File: src/include/xlat_id_map.vh
`ifndef XLAT_ID_MAP_VH
`define XLAT_ID_MAP_VH

// ==========================================================================
// register offsets (byte addresses)
`define OFS_IDENT_FEATURES_0      16'h0020
`define OFS_IDENT_FEATURES_1      16'h0024
`define OFS_IDENT_FEATURES_2      16'h0028
`define OFS_IDENT_REVISION        16'h003c
`define OFS_AUX_CONFIG            16'h0010
`define OFS_TBU_DEBUG_PTR         16'h0080
`define OFS_TBU_DEBUG_DATA        16'h0084
`define OFS_WALK_DEBUG_PTR        16'h0088
`define OFS_WALK_DEBUG_DATA       16'h008c
`define OFS_MONITOR_GROUP_CONFIG  16'h0100
`define OFS_MONITOR_EVENT_IDS     16'h0104
`define OFS_MONITOR_AUTH_STATE    16'h0108
`define OFS_MONITOR_DEVICE_CLASS  16'h010c
`define OFS_MONITOR_CONFIG        16'h0110

// ==========================================================================
// field positions
`define F_STAGE_ONE_SUPPORT       30
`define F_NESTED_SUPPORT          28
`define F_TABLE_FORMAT_LO         24
`define F_PAGE_INDEX_LO           28
`define F_SEC_TABLE_PRESENT       12
`define F_SEC_TABLE_IDX_LO        8
`define F_COUNTER_GROUP_LO        24
`define F_MON_COUNTER_SIZE_LO     8

// ==========================================================================
// reset and fixed values
`define IDENT0_FIXED              32'hac013e00
`define IDENT2_FIXED              32'h00005555
`define SEC_TABLE_IDX_WIDTH_S     4'hf
`define GROUP_COUNTER_NUMBER      4'h4
`define GROUP_CONFIG_WMASK        32'h00000fff
`define MONITOR_EVENT_IDS_VAL     32'h00010101
`define MONITOR_AUTH_STATE_VAL    32'h00000080
`define MONITOR_DEVICE_CLASS_VAL  32'h00000056
`define MONITOR_EXPORT_BIT        32'h00010000
`define MONITOR_COUNTER_SIZE      6'h1f
`define AUX_CONFIG_RESET          32'h00000000
`define AUX_CONFIG_WMASK          32'h03ffffff
`define DEBUG_PTR_RESET           32'h00000000

`endif

File: src/translation_unit_id_regs.v
// Functional notes
// RULE1 - secure and non-secure views give identical id values except view-specific fields.
// RULE2 - stage-one, nested and table-format fields read 1 in a stage-2-only build, else 0.
// RULE3 - page-index field [30:28] encodes the context count as 2 to 6.
// RULE4 - secure view shows table-present as (entries configured) and index width 0xf.
// RULE5 - non-secure view shows table-present and index width as zero.
// RULE6 - monitor registers reset to zero except capability fields, group counter number 4.
// RULE7 - monitor config holds unit count minus one and four times count minus one.
// RULE8 - unassigned offsets are reserved: read zero, writes ignored.
// RULE9 - aux config at 0x10 is read-write with separate secure and non-secure copies.
// RULE10 - secure-only debug pointer/data pairs at 0x80..0x8c.
// RULE11 - writes not aligned to a word are discarded.
// RULE12 - writes to id and capability fields are ignored.
`timescale 1ns/1ps
`default_nettype none
`include "xlat_id_map.vh"

module translation_unit_id_regs #(
    parameter STAGE2_ONLY  = 1,
    parameter NUM_CONTEXTS = 8,
    parameter NUM_SMR      = 8,
    parameter NUM_SSD      = 0,
    parameter NUM_TBU      = 1
) (
    input  wire        clk,
    input  wire        rst_n,
    input  wire        reg_req,
    input  wire        reg_write,
    input  wire        reg_secure,
    input  wire [15:0] reg_addr,
    input  wire [31:0] reg_wdata,
    input  wire [3:0]  reg_wstrb,
    input  wire [31:0] tbu_lookup_data,
    input  wire [31:0] walk_lookup_data,
    output reg         rsp_valid_q,
    output reg  [31:0] rsp_rdata_q,
    output reg         rsp_err_q,
    output reg  [31:0] aux_config_ns_q,
    output reg  [31:0] aux_config_s_q,
    output wire [31:0] tbu_debug_ptr,
    output wire [31:0] walk_debug_ptr,
    output wire        tbu_debug_read,
    output wire        walk_debug_read,
    output reg  [31:0] monitor_group_config_q
);
    // ======================================================================
    // derived capability constants
    localparam [31:0] GROUPS_I    = NUM_TBU - 1;
    localparam [31:0] COUNTERS_I  = NUM_TBU * 4 - 1;
    localparam [7:0]  GROUPS_M1   = GROUPS_I[7:0];
    localparam [7:0]  COUNTERS_M1 = COUNTERS_I[7:0];
    localparam [31:0] MONITOR_CONFIG_VAL = {GROUPS_M1, 16'h0, COUNTERS_M1}  // RULE7
                                         | `MONITOR_EXPORT_BIT
                                         | ({26'h0, `MONITOR_COUNTER_SIZE}
                                            << `F_MON_COUNTER_SIZE_LO);   // RULE6
    localparam [31:0] GROUP_CONFIG_RESET = {4'h0, `GROUP_COUNTER_NUMBER, 24'h0}; // RULE6

    // ======================================================================
    // request qualification
    wire aligned   = (reg_addr[1:0] == 2'b00);
    wire full_strb = (reg_wstrb == 4'hf);
    wire wr_ok     = reg_req & reg_write & aligned & full_strb;   // RULE11
    wire rd_req    = reg_req & ~reg_write;

    wire hit_aux   = (reg_addr == `OFS_AUX_CONFIG);
    wire hit_tptr  = (reg_addr == `OFS_TBU_DEBUG_PTR);
    wire hit_tdat  = (reg_addr == `OFS_TBU_DEBUG_DATA);
    wire hit_wptr  = (reg_addr == `OFS_WALK_DEBUG_PTR);
    wire hit_wdat  = (reg_addr == `OFS_WALK_DEBUG_DATA);
    wire hit_gcfg  = (reg_addr == `OFS_MONITOR_GROUP_CONFIG);

    // ======================================================================
    // identification words per view
    wire [31:0] id0_s;
    wire [31:0] id1_s;
    wire [31:0] id2_s;
    wire [31:0] id7_s;
    wire [31:0] id0_ns;
    wire [31:0] id1_ns;
    wire [31:0] id2_ns;
    wire [31:0] id7_ns;

    ident_words #(
        .STAGE2_ONLY  (STAGE2_ONLY),
        .NUM_CONTEXTS (NUM_CONTEXTS),
        .NUM_SMR      (NUM_SMR),
        .NUM_SSD      (NUM_SSD)
    ) u_ident_secure (
        .secure_view (1'b1),
        .ident0      (id0_s),
        .ident1      (id1_s),
        .ident2      (id2_s),
        .ident7      (id7_s)
    );

    ident_words #(
        .STAGE2_ONLY  (STAGE2_ONLY),
        .NUM_CONTEXTS (NUM_CONTEXTS),
        .NUM_SMR      (NUM_SMR),
        .NUM_SSD      (NUM_SSD)
    ) u_ident_nonsecure (
        .secure_view (1'b0),
        .ident0      (id0_ns),
        .ident1      (id1_ns),
        .ident2      (id2_ns),
        .ident7      (id7_ns)
    );

    // ======================================================================
    // secure-only debug pairs
    wire [31:0] tbu_data_word;
    wire [31:0] walk_data_word;

    debug_pointer u_tbu_debug (
        .clk               (clk),
        .rst_n             (rst_n),
        .ptr_write         (wr_ok & reg_secure & hit_tptr),   // RULE10
        .data_read         (rd_req & reg_secure & hit_tdat),
        .wdata             (reg_wdata),
        .lookup_data       (tbu_lookup_data),
        .ptr_q             (tbu_debug_ptr),
        .data_word         (tbu_data_word),
        .data_read_pulse_q (tbu_debug_read)
    );

    debug_pointer u_walk_debug (
        .clk               (clk),
        .rst_n             (rst_n),
        .ptr_write         (wr_ok & reg_secure & hit_wptr),   // RULE10
        .data_read         (rd_req & reg_secure & hit_wdat),
        .wdata             (reg_wdata),
        .lookup_data       (walk_lookup_data),
        .ptr_q             (walk_debug_ptr),
        .data_word         (walk_data_word),
        .data_read_pulse_q (walk_debug_read)
    );

    // ======================================================================
    // banked aux config and monitor group config
    always @(posedge clk or negedge rst_n) begin
        if (!rst_n) begin
            aux_config_ns_q        <= `AUX_CONFIG_RESET;
            aux_config_s_q         <= `AUX_CONFIG_RESET;
            monitor_group_config_q <= GROUP_CONFIG_RESET;   // RULE6
        end else begin
            if (wr_ok && hit_aux && reg_secure) begin
                aux_config_s_q <= reg_wdata & `AUX_CONFIG_WMASK;   // RULE9
            end
            if (wr_ok && hit_aux && !reg_secure) begin
                aux_config_ns_q <= reg_wdata & `AUX_CONFIG_WMASK;  // RULE9
            end
            if (wr_ok && hit_gcfg) begin
                // capability field keeps its value
                monitor_group_config_q <= (reg_wdata & `GROUP_CONFIG_WMASK)
                                        | GROUP_CONFIG_RESET;   // RULE12
            end
        end
    end

    // ======================================================================
    // read mux; unknown offsets, and secure-only regs in the non-secure view, read zero
    reg [31:0] rd_word;

    always @* begin
        rd_word = 32'h0;   // RULE8
        case (reg_addr)
            `OFS_IDENT_FEATURES_0:     rd_word = reg_secure ? id0_s : id0_ns;   // RULE1
            `OFS_IDENT_FEATURES_1:     rd_word = reg_secure ? id1_s : id1_ns;   // RULE4 RULE5
            `OFS_IDENT_FEATURES_2:     rd_word = reg_secure ? id2_s : id2_ns;   // RULE1
            `OFS_IDENT_REVISION:       rd_word = reg_secure ? id7_s : id7_ns;   // RULE1
            `OFS_AUX_CONFIG:           rd_word = reg_secure ? aux_config_s_q
                                                            : aux_config_ns_q;  // RULE9
            `OFS_TBU_DEBUG_PTR:        rd_word = reg_secure ? tbu_debug_ptr : 32'h0;
            `OFS_TBU_DEBUG_DATA:       rd_word = reg_secure ? tbu_data_word : 32'h0;
            `OFS_WALK_DEBUG_PTR:       rd_word = reg_secure ? walk_debug_ptr : 32'h0;
            `OFS_WALK_DEBUG_DATA:      rd_word = reg_secure ? walk_data_word : 32'h0;
            `OFS_MONITOR_GROUP_CONFIG: rd_word = monitor_group_config_q;
            `OFS_MONITOR_EVENT_IDS:    rd_word = `MONITOR_EVENT_IDS_VAL;
            `OFS_MONITOR_AUTH_STATE:   rd_word = `MONITOR_AUTH_STATE_VAL;
            `OFS_MONITOR_DEVICE_CLASS: rd_word = `MONITOR_DEVICE_CLASS_VAL;
            `OFS_MONITOR_CONFIG:       rd_word = MONITOR_CONFIG_VAL;   // RULE7
            default:                   rd_word = 32'h0;   // RULE8
        endcase
    end

    // ======================================================================
    // response: one cycle after each request
    always @(posedge clk or negedge rst_n) begin
        if (!rst_n) begin
            rsp_valid_q <= 1'b0;
            rsp_rdata_q <= 32'h0;
            rsp_err_q   <= 1'b0;
        end else begin
            rsp_valid_q <= reg_req;
            rsp_rdata_q <= rd_req ? rd_word : 32'h0;
            rsp_err_q   <= reg_req & reg_write & ~(aligned & full_strb);   // RULE11
        end
    end
endmodule

`default_nettype wire

File: src/ident_words.v
`timescale 1ns/1ps
`default_nettype none
`include "xlat_id_map.vh"

// ==========================================================================
// configuration-derived identification words for one security view
module ident_words #(
    parameter STAGE2_ONLY  = 1,
    parameter NUM_CONTEXTS = 8,
    parameter NUM_SMR      = 8,
    parameter NUM_SSD      = 0,
    parameter [3:0] REV_MAJOR = 4'h2,   // arbitrary value
    parameter [3:0] REV_MINOR = 4'h1    // arbitrary value
) (
    input  wire        secure_view,
    output wire [31:0] ident0,
    output wire [31:0] ident1,
    output wire [31:0] ident2,
    output wire [31:0] ident7
);
    localparam [0:0] S2 = (STAGE2_ONLY != 0) ? 1'b1 : 1'b0;
    localparam [2:0] PAGE_IDX = (NUM_CONTEXTS <= 8)  ? 3'h2 :
                                (NUM_CONTEXTS <= 16) ? 3'h3 :
                                (NUM_CONTEXTS <= 32) ? 3'h4 :
                                (NUM_CONTEXTS <= 64) ? 3'h5 : 3'h6;
    localparam [31:0] SMR_I = NUM_SMR;
    localparam [31:0] CTX_I = NUM_CONTEXTS;
    localparam [7:0]  SMR_W = SMR_I[7:0];
    localparam [7:0]  CTX_W = CTX_I[7:0];
    localparam [0:0] SSD_P = (NUM_SSD != 0) ? 1'b1 : 1'b0;

    assign ident0 = `IDENT0_FIXED
                  | ({31'h0, S2} << `F_STAGE_ONE_SUPPORT)   // RULE2
                  | ({31'h0, S2} << `F_NESTED_SUPPORT)      // RULE2
                  | ({31'h0, S2} << `F_TABLE_FORMAT_LO)     // RULE2
                  | {24'h0, SMR_W};
    assign ident1 = ({29'h0, PAGE_IDX} << `F_PAGE_INDEX_LO)  // RULE3
                  | ({31'h0, secure_view & SSD_P} << `F_SEC_TABLE_PRESENT) // RULE4 RULE5
                  | ({28'h0, secure_view ? `SEC_TABLE_IDX_WIDTH_S : 4'h0}
                     << `F_SEC_TABLE_IDX_LO)                   // RULE4 RULE5
                  | {24'h0, CTX_W};
    assign ident2 = `IDENT2_FIXED;
    assign ident7 = {24'h0, REV_MAJOR, REV_MINOR};
endmodule

`default_nettype wire

File: src/debug_pointer.v
`timescale 1ns/1ps
`default_nettype none
`include "xlat_id_map.vh"

// ==========================================================================
// secure-only debug pointer and read-data pair
module debug_pointer (
    input  wire        clk,
    input  wire        rst_n,
    input  wire        ptr_write,
    input  wire        data_read,
    input  wire [31:0] wdata,
    input  wire [31:0] lookup_data,
    output reg  [31:0] ptr_q,
    output wire [31:0] data_word,
    output reg         data_read_pulse_q
);
    always @(posedge clk or negedge rst_n) begin
        if (!rst_n) begin
            ptr_q             <= `DEBUG_PTR_RESET;
            data_read_pulse_q <= 1'b0;
        end else begin
            if (ptr_write) begin
                ptr_q <= wdata;   // RULE10
            end
            data_read_pulse_q <= data_read;
        end
    end

    assign data_word = lookup_data;   // RULE10
endmodule

`default_nettype wire

File: config.mk
export PLATFORM = sky130hd
export DESIGN_NAME = translation_unit_id_regs
export DESIGN_NICKNAME = d
export VERILOG_FILES = /design/src/translation_unit_id_regs.v /design/src/ident_words.v /design/src/debug_pointer.v
export VERILOG_INCLUDE_DIRS = /design/src /design/src/include
export SDC_FILE = /design/constraint.sdc
export NUM_CORES = 1
export LEC_CHECK = 0
export ABC_AREA = 1
export BUFFER_PORTS_ARGS = -buffer_cell sky130_fd_sc_hd__buf_2
export CAP_MARGIN = 20
export CORE_MARGIN = 3
export CORE_UTILIZATION = 37
export CTS_CLUSTER_SIZE = 14
export DETAILED_ROUTE_END_ITERATION = 7
export PLACE_DENSITY = 0.62
export SLEW_MARGIN = 20
export SYNTH_ARGS = -nofsm -noshare
export SYNTH_HDL_FRONTEND = slang
export SYNTH_HIERARCHICAL = 1
export SYNTH_SLANG_ARGS = --single-unit
File: constraint.sdc
create_clock -name clk -period 1.8 [get_ports clk]
set_input_delay 0.18 -clock clk [delete_from_list [all_inputs] [get_ports clk]]
set_output_delay 0.18 -clock clk [all_outputs]
set_load 0.01 [all_outputs]
# Yosys cells after proc, flatten, opt, wreduce, memory -nomap -nowiden

Index checks and enable logic that the tools add are counted.

Register bits: 164
Output and inout bits: 196
Logic and storage cells: 53

Bitwise logic cells: 14
Reduce and logical (&&, ||, !) cells: 6
Equality and inequality tests: 15
Multiplexer cells: 8

Operator list:

| cell                | count |
|---|---|
| $pmux 32 s14        | 1 |
| $mux 32             | 5 |
| $eq 16x9->1 const B | 5 |
| $eq 16x6->1 const B | 4 |
| $eq 16x8->1 const B | 4 |
| $mux 26             | 1 |
| $eq 16x5->1 const B | 1 |
| $and 1x1->1         | 12 |
| $mux 12             | 1 |
| $eq 4x4->1 const B  | 1 |
| $logic_and 1x1->1   | 4 |
| $logic_not 2->1     | 1 |
| $not 1->1           | 2 |
| $logic_not 1->1     | 1 |

# Logic depth before layout (Yosys ltp)

Depth after elaboration: 5
Depth in mapped cells: 13
Gate-level depth less buffers: 12

# By module

Netlist, hierarchy kept.

Modules (own cells, without submodules):

| module                   | times used | cells each | sequential area each (µm²) | area each (µm²) |
|---|---|---|---|---|
| translation_unit_id_regs | 1          | 1566       | 2452.4                     | 8984.9 |
| debug_pointer            | 2          | 169        | 825.8                      | 1557.7 |
| ident_words              | 2          | 130        | 0.0                        | 968.4 |

# Worst setup path before layout

No wires, ideal clock.

Path type: input-to-reg
From: input reg_addr[15]
To: register u_walk_debug.ptr_q[0]
Library setup time: 0.116 ns
Stages: 12
Required time: 1.684 ns
Data arrival time: 1.456 ns
Buffers on the path: 4
Path slack: 0.227 ns
Cell sequence: nor2_1 > nand2_1 > nor2_4 > buf_6 > buf_4 > nand2_1 > nor2_1 > buf_6 > inv_8 > buf_12 > nand2_2 > nand2_1

Longest elaborated chain between the ends: 2

RTL lines:

| item                 | line                           | RTL |
|---|---|---|
| start, declared      | translation_unit_id_regs.v:30  | `input wire [15:0] reg_addr,` |
| $eq 16x8->1          | n/a                            |  |
| $and 1x1->1          | translation_unit_id_regs.v:129 | `.ptr_write (wr_ok & reg_secure & hit_wptr),` |
| end signal, assigned | debug_pointer.v:20             | `` ptr_q <= `DEBUG_PTR_RESET; `` |
| end signal, assigned | debug_pointer.v:24             | `ptr_q <= wdata;` |
| end, declared        | debug_pointer.v:14             | `output reg [31:0] ptr_q,` |

Every way passes these cells.
A chain may end at the register's enable or synchronous reset.

# Worst setup path in the final report

From: register aux_config_ns_q[16]
To: register rsp_rdata_q[16]

Longest elaborated chain between the ends: 3

RTL lines:

| item                   | line                           | RTL |
|---|---|---|
| start, declared        | translation_unit_id_regs.v:38  | `output reg [31:0] aux_config_ns_q,` |
| start signal, assigned | translation_unit_id_regs.v:142 | `` aux_config_ns_q <= `AUX_CONFIG_RESET; `` |
| start signal, assigned | translation_unit_id_regs.v:150 | `` aux_config_ns_q <= reg_wdata & `AUX_CONFIG_WMASK; `` |
| $mux 26                | translation_unit_id_regs.v:171 | `` `OFS_AUX_CONFIG: rd_word = reg_secure ? aux_config_s_q `` |
| $pmux 32 s14           | translation_unit_id_regs.v:166 | `case (reg_addr)` |
| $mux 32                | translation_unit_id_regs.v:195 | `rsp_rdata_q <= rd_req ? rd_word : 32'h0;` |
| end signal, assigned   | translation_unit_id_regs.v:195 |  |
| end, declared          | translation_unit_id_regs.v:36  | `output reg [31:0] rsp_rdata_q,` |

Every way passes these cells.

==> results.toml <==
[outcome]
status = "complete, no violations"

[critical_path]
rrSetupSlack_ns = 0.26
crit_chain = "nand2_1 > o21ai_0 > nand3_1 > o21ai_0 > buf_4 > nor2_1 > nand2_1 > nor2_1 > nor2_1"
cp_common_cell = "sky130_fd_sc_hd__nor2_1"
slowest_delay_ns = 0.40
timing.critical_path.slowest_stage_cell = "sky130_fd_sc_hd__dfrtp_1"
rr_startpoint = "aux_config_ns_q[16]$_DFFE_PN0P_"
worstReg2RegEnd = "rsp_rdata_q[16]$_DFF_PN0_"
crit_arrival_ns = 1.86
cp_max_fo = 3
critical_path.startpoint_type = "flop"
critical_path_required_ns = 2.12
worstSetupPathType = "reg -> reg"
capturing_element_type_of_the_critical_path = "flop"
r2r.worst_path.cells = 9

[die]
io-pin-count = 317
die_width_um = 201
initial_utilization_pct = 38.0
placeableCoreArea_um2 = 37000
design.die.area_um2 = 40300
die_height_um = 201
rows = 70

[drt]
detail-route-antenna-nets = 0
drtPass1Iterations = 7
detail_route.iter0.violations = 1177
vias_per_cell = 4.46
drc = 0
wire_per_inst_um = 15.9
dr_total_vias = 13100
wirelength_um = 46900

[synth]
yosysSeqAreaShare_pct = 29.2
post_synth_inst_count = 2164
yosys-top-cells-area = "sky130_fd_sc_hd__dfrtp_1 (29%), sky130_fd_sc_hd__nand2_1 (23%), sky130_fd_sc_hd__buf_4 (19%)"
synth-edff-count = 0
synth_cell_types = 29
flop_and_latch_count_out_of_synthesis = 164
yosys_most_used_dff = "sky130_fd_sc_hd__dfrtp_1"
syn_avg_cell_area_um2 = 6.49
synth.cell_area_um2 = 14000
synth_top_cell_area_share_pct = 29.2
number_of_synthesis_warnings = 6
async_flop_share_pct = 100
synthDominantAreaCellType = "sky130_fd_sc_hd__dfrtp_1"

[sta]
fmax_mhz = 650
worst_slew_margin_rel_pct = 65.6
tightestPinTransition_ns = 0.516
finalWorstSetupSlack_ns = 0.262
skew_ns = 0.0181
finalSetupViolCount = 0
timing_hold_violations_final = 0
grt_setup_unrepaired = "false"
timing.final.crit_share_pct = 85.4
fin_crit_ns = 1.54
timing_max_transition_violations_final = 0

[final_layout]
area_delta_synth_final_pct = 12.7
final_core_util_pct = 42.8
post_route_cells_drive_above_1_share_pct = 19.8
diodes = 0
finish.cell_count_without_fillers = 2948
final_common_cell = "sky130_fd_sc_hd__nand2_1"
final_area_um2 = 15800
number_of_filler_cells_placed_in_the_layout = 3995
final_nets = 2552
top_library_cells_by_usage_in_the_layout_fill_and_taps_aside = "sky130_fd_sc_hd__nand2_1 (874), sky130_fd_sc_hd__conb_1 (288), sky130_fd_sc_hd__buf_2 (282)"

[grt]
first_global_vias = 12400
grt_overflow = 0
antenna_found_initial = 0
grt_start_max_net_pins = 83
grt_use_total_pct = 22.8
global_route_wire_length_before_repair_um = 72000

[clocking]
cts.reportedPaths.clkPinSlew_ns = 0.07
cts-hold-fix-buffers = 33
htree_levels = 4
post_cts.repair.setup_buffers = 0
clock_root_buffer = "sky130_fd_sc_hd__clkbuf_16"
numClockSinks = 164
clock_tree_buf_depth = 2
cts_tree = "done"
tritoncts.num_buffers = 17
cts.repair.resized = 0
insertion_delay_ns = 0.46

[pwr]
p_per_area_nw_per_um2 = 537
max-vdd-ir-drop_v = 0.000657
total_leakage_power_uw = 0.00980
total_power_uw = 8500

[worst_hold_path]
hold_path.class = "in -> reg"
holdPathStages = 3
hold-path-endpoint = "u_tbu_debug/ptr_q[15]$_DFFE_PN0P_"
min_from = "reg_wdata[15]"

[placement]
placed_cells_incl_taps = 2883
dpl-instance-area_um2 = 14900
hpwlAfterDp_um = 36200
numPortBuffers = 284
place_worst_setup_slack_ns = -0.0968
gpl.final_weighted_congestion = 0.908

[flow_run]
max_cap_viol_count = 0
## routing by layer
| layer | GRT usage [%] | wire [µm] | share of wire [%] |
|---|---|---|---|
| met4 | 6.98 | 1180 | 2.5 |
| met3 | 5.03 | 3490 | 7.4 |
| met2 | 34.4 | 20000 | 43 |
| met1 | 32.5 | 22300 | 48 |
| met5 | 0 | 0 | 0 |
## where the power goes
group,switching [µW],internal [µW]
sequential,0.381,3680
clock,1820,1970
combinational,662,364
## cells in the mapped netlist, types with 6 or more instances
| cell | count |
|---|---|
| sky130_fd_sc_hd__buf_2 | 50 |
| sky130_fd_sc_hd__clkbuf_8 | 6 |
| sky130_fd_sc_hd__buf_4 | 357 |
| sky130_fd_sc_hd__inv_2 | 8 |
| sky130_fd_sc_hd__nand4_1 | 33 |
| sky130_fd_sc_hd__mux2i_1 | 14 |
| sky130_fd_sc_hd__o21ai_0 | 83 |
| sky130_fd_sc_hd__nand3b_1 | 14 |
| sky130_fd_sc_hd__nand2_1 | 874 |
| sky130_fd_sc_hd__inv_1 | 108 |
| sky130_fd_sc_hd__a21oi_1 | 12 |
| sky130_fd_sc_hd__nor2_1 | 130 |
| sky130_fd_sc_hd__o21ai_1 | 54 |
| sky130_fd_sc_hd__nand2_2 | 24 |
| sky130_fd_sc_hd__dfrtp_1 | 164 |
| sky130_fd_sc_hd__nor2_4 | 7 |
| sky130_fd_sc_hd__conb_1 | 6 |
| sky130_fd_sc_hd__buf_6 | 18 |
| sky130_fd_sc_hd__nand3_1 | 152 |
| sky130_fd_sc_hd__clkbuf_1 | 27 |
## sequential cells by signal, indices dropped and copies added (netlist names), 12 cells and up
name                    cells
aux_config_ns_q            26
aux_config_s_q             26
monitor_group_config_q     12
rsp_rdata_q                32
u_tbu_debug/ptr_q          32
u_walk_debug/ptr_q         32
## worst max-delay path by stage
stage                                                from                                 to  slack (ns)  cells after the start
after global routing      aux_config_ns_q[16]$_DFFE_PN0P_          rsp_rdata_q[16]$_DFF_PN0_        0.11                      9
after floorplan                              reg_addr[15]  u_walk_debug/ptr_q[0]$_DFFE_PN0P_        0.23                     12
after CTS                 aux_config_ns_q[16]$_DFFE_PN0P_          rsp_rdata_q[16]$_DFF_PN0_        0.28                      9
after global placement                        reg_addr[6]           rsp_rdata_q[0]$_DFF_PN0_       -0.08                     13
after detailed placement                      reg_addr[1]          rsp_rdata_q[29]$_DFF_PN0_        -0.1                     12
final                     aux_config_ns_q[16]$_DFFE_PN0P_          rsp_rdata_q[16]$_DFF_PN0_        0.26                      9
## worst max-delay path, delay by kind of cell, from the launching register on
family          cells  cell delay (ns)
compound gates      2             0.27
simple gates        6             0.58
buf+inv             1             0.15
flops               1             0.40
## cell type report
type	count	area, µm²	share of cell area [%]
Timing Repair Buffer	431	2860	18.1
Inverter	119	464	2.93
Clock inverter	15	171	1.08
Tap cell	504	631	3.99
Clock buffer	17	425	2.69
Multi-Input combinational cell	1698	7170	45.3
Sequential cell	164	4100	25.9
## cell families (layout without fill, tap and decap cells)
family / Yosys count / count (layout) / share of synthesized area (%)
AO/OA/AOI/OAI: 152 / 152 / 5.47
buffers and inverters: 584 / 582 / 27.3
other: 6 / 288 / 0.160
AND/OR/NAND/NOR: 1244 / 1244 / 36.8
flip-flops: 164 / 164 / 29.2
multiplexers: 14 / 14 / 0.998
## through the flow
stage	setup TNS [ns]	hold WS, ns
2_1_floorplan	0	-0.116
3_3_place_gp	-2.68	0.174
3_5_place_dp	-5.32	0.168
4_1_cts	0	0.00689
5_1_grt	0	0.0353
6_report	0	0.0173
Power figures use the tool's default switching activity.
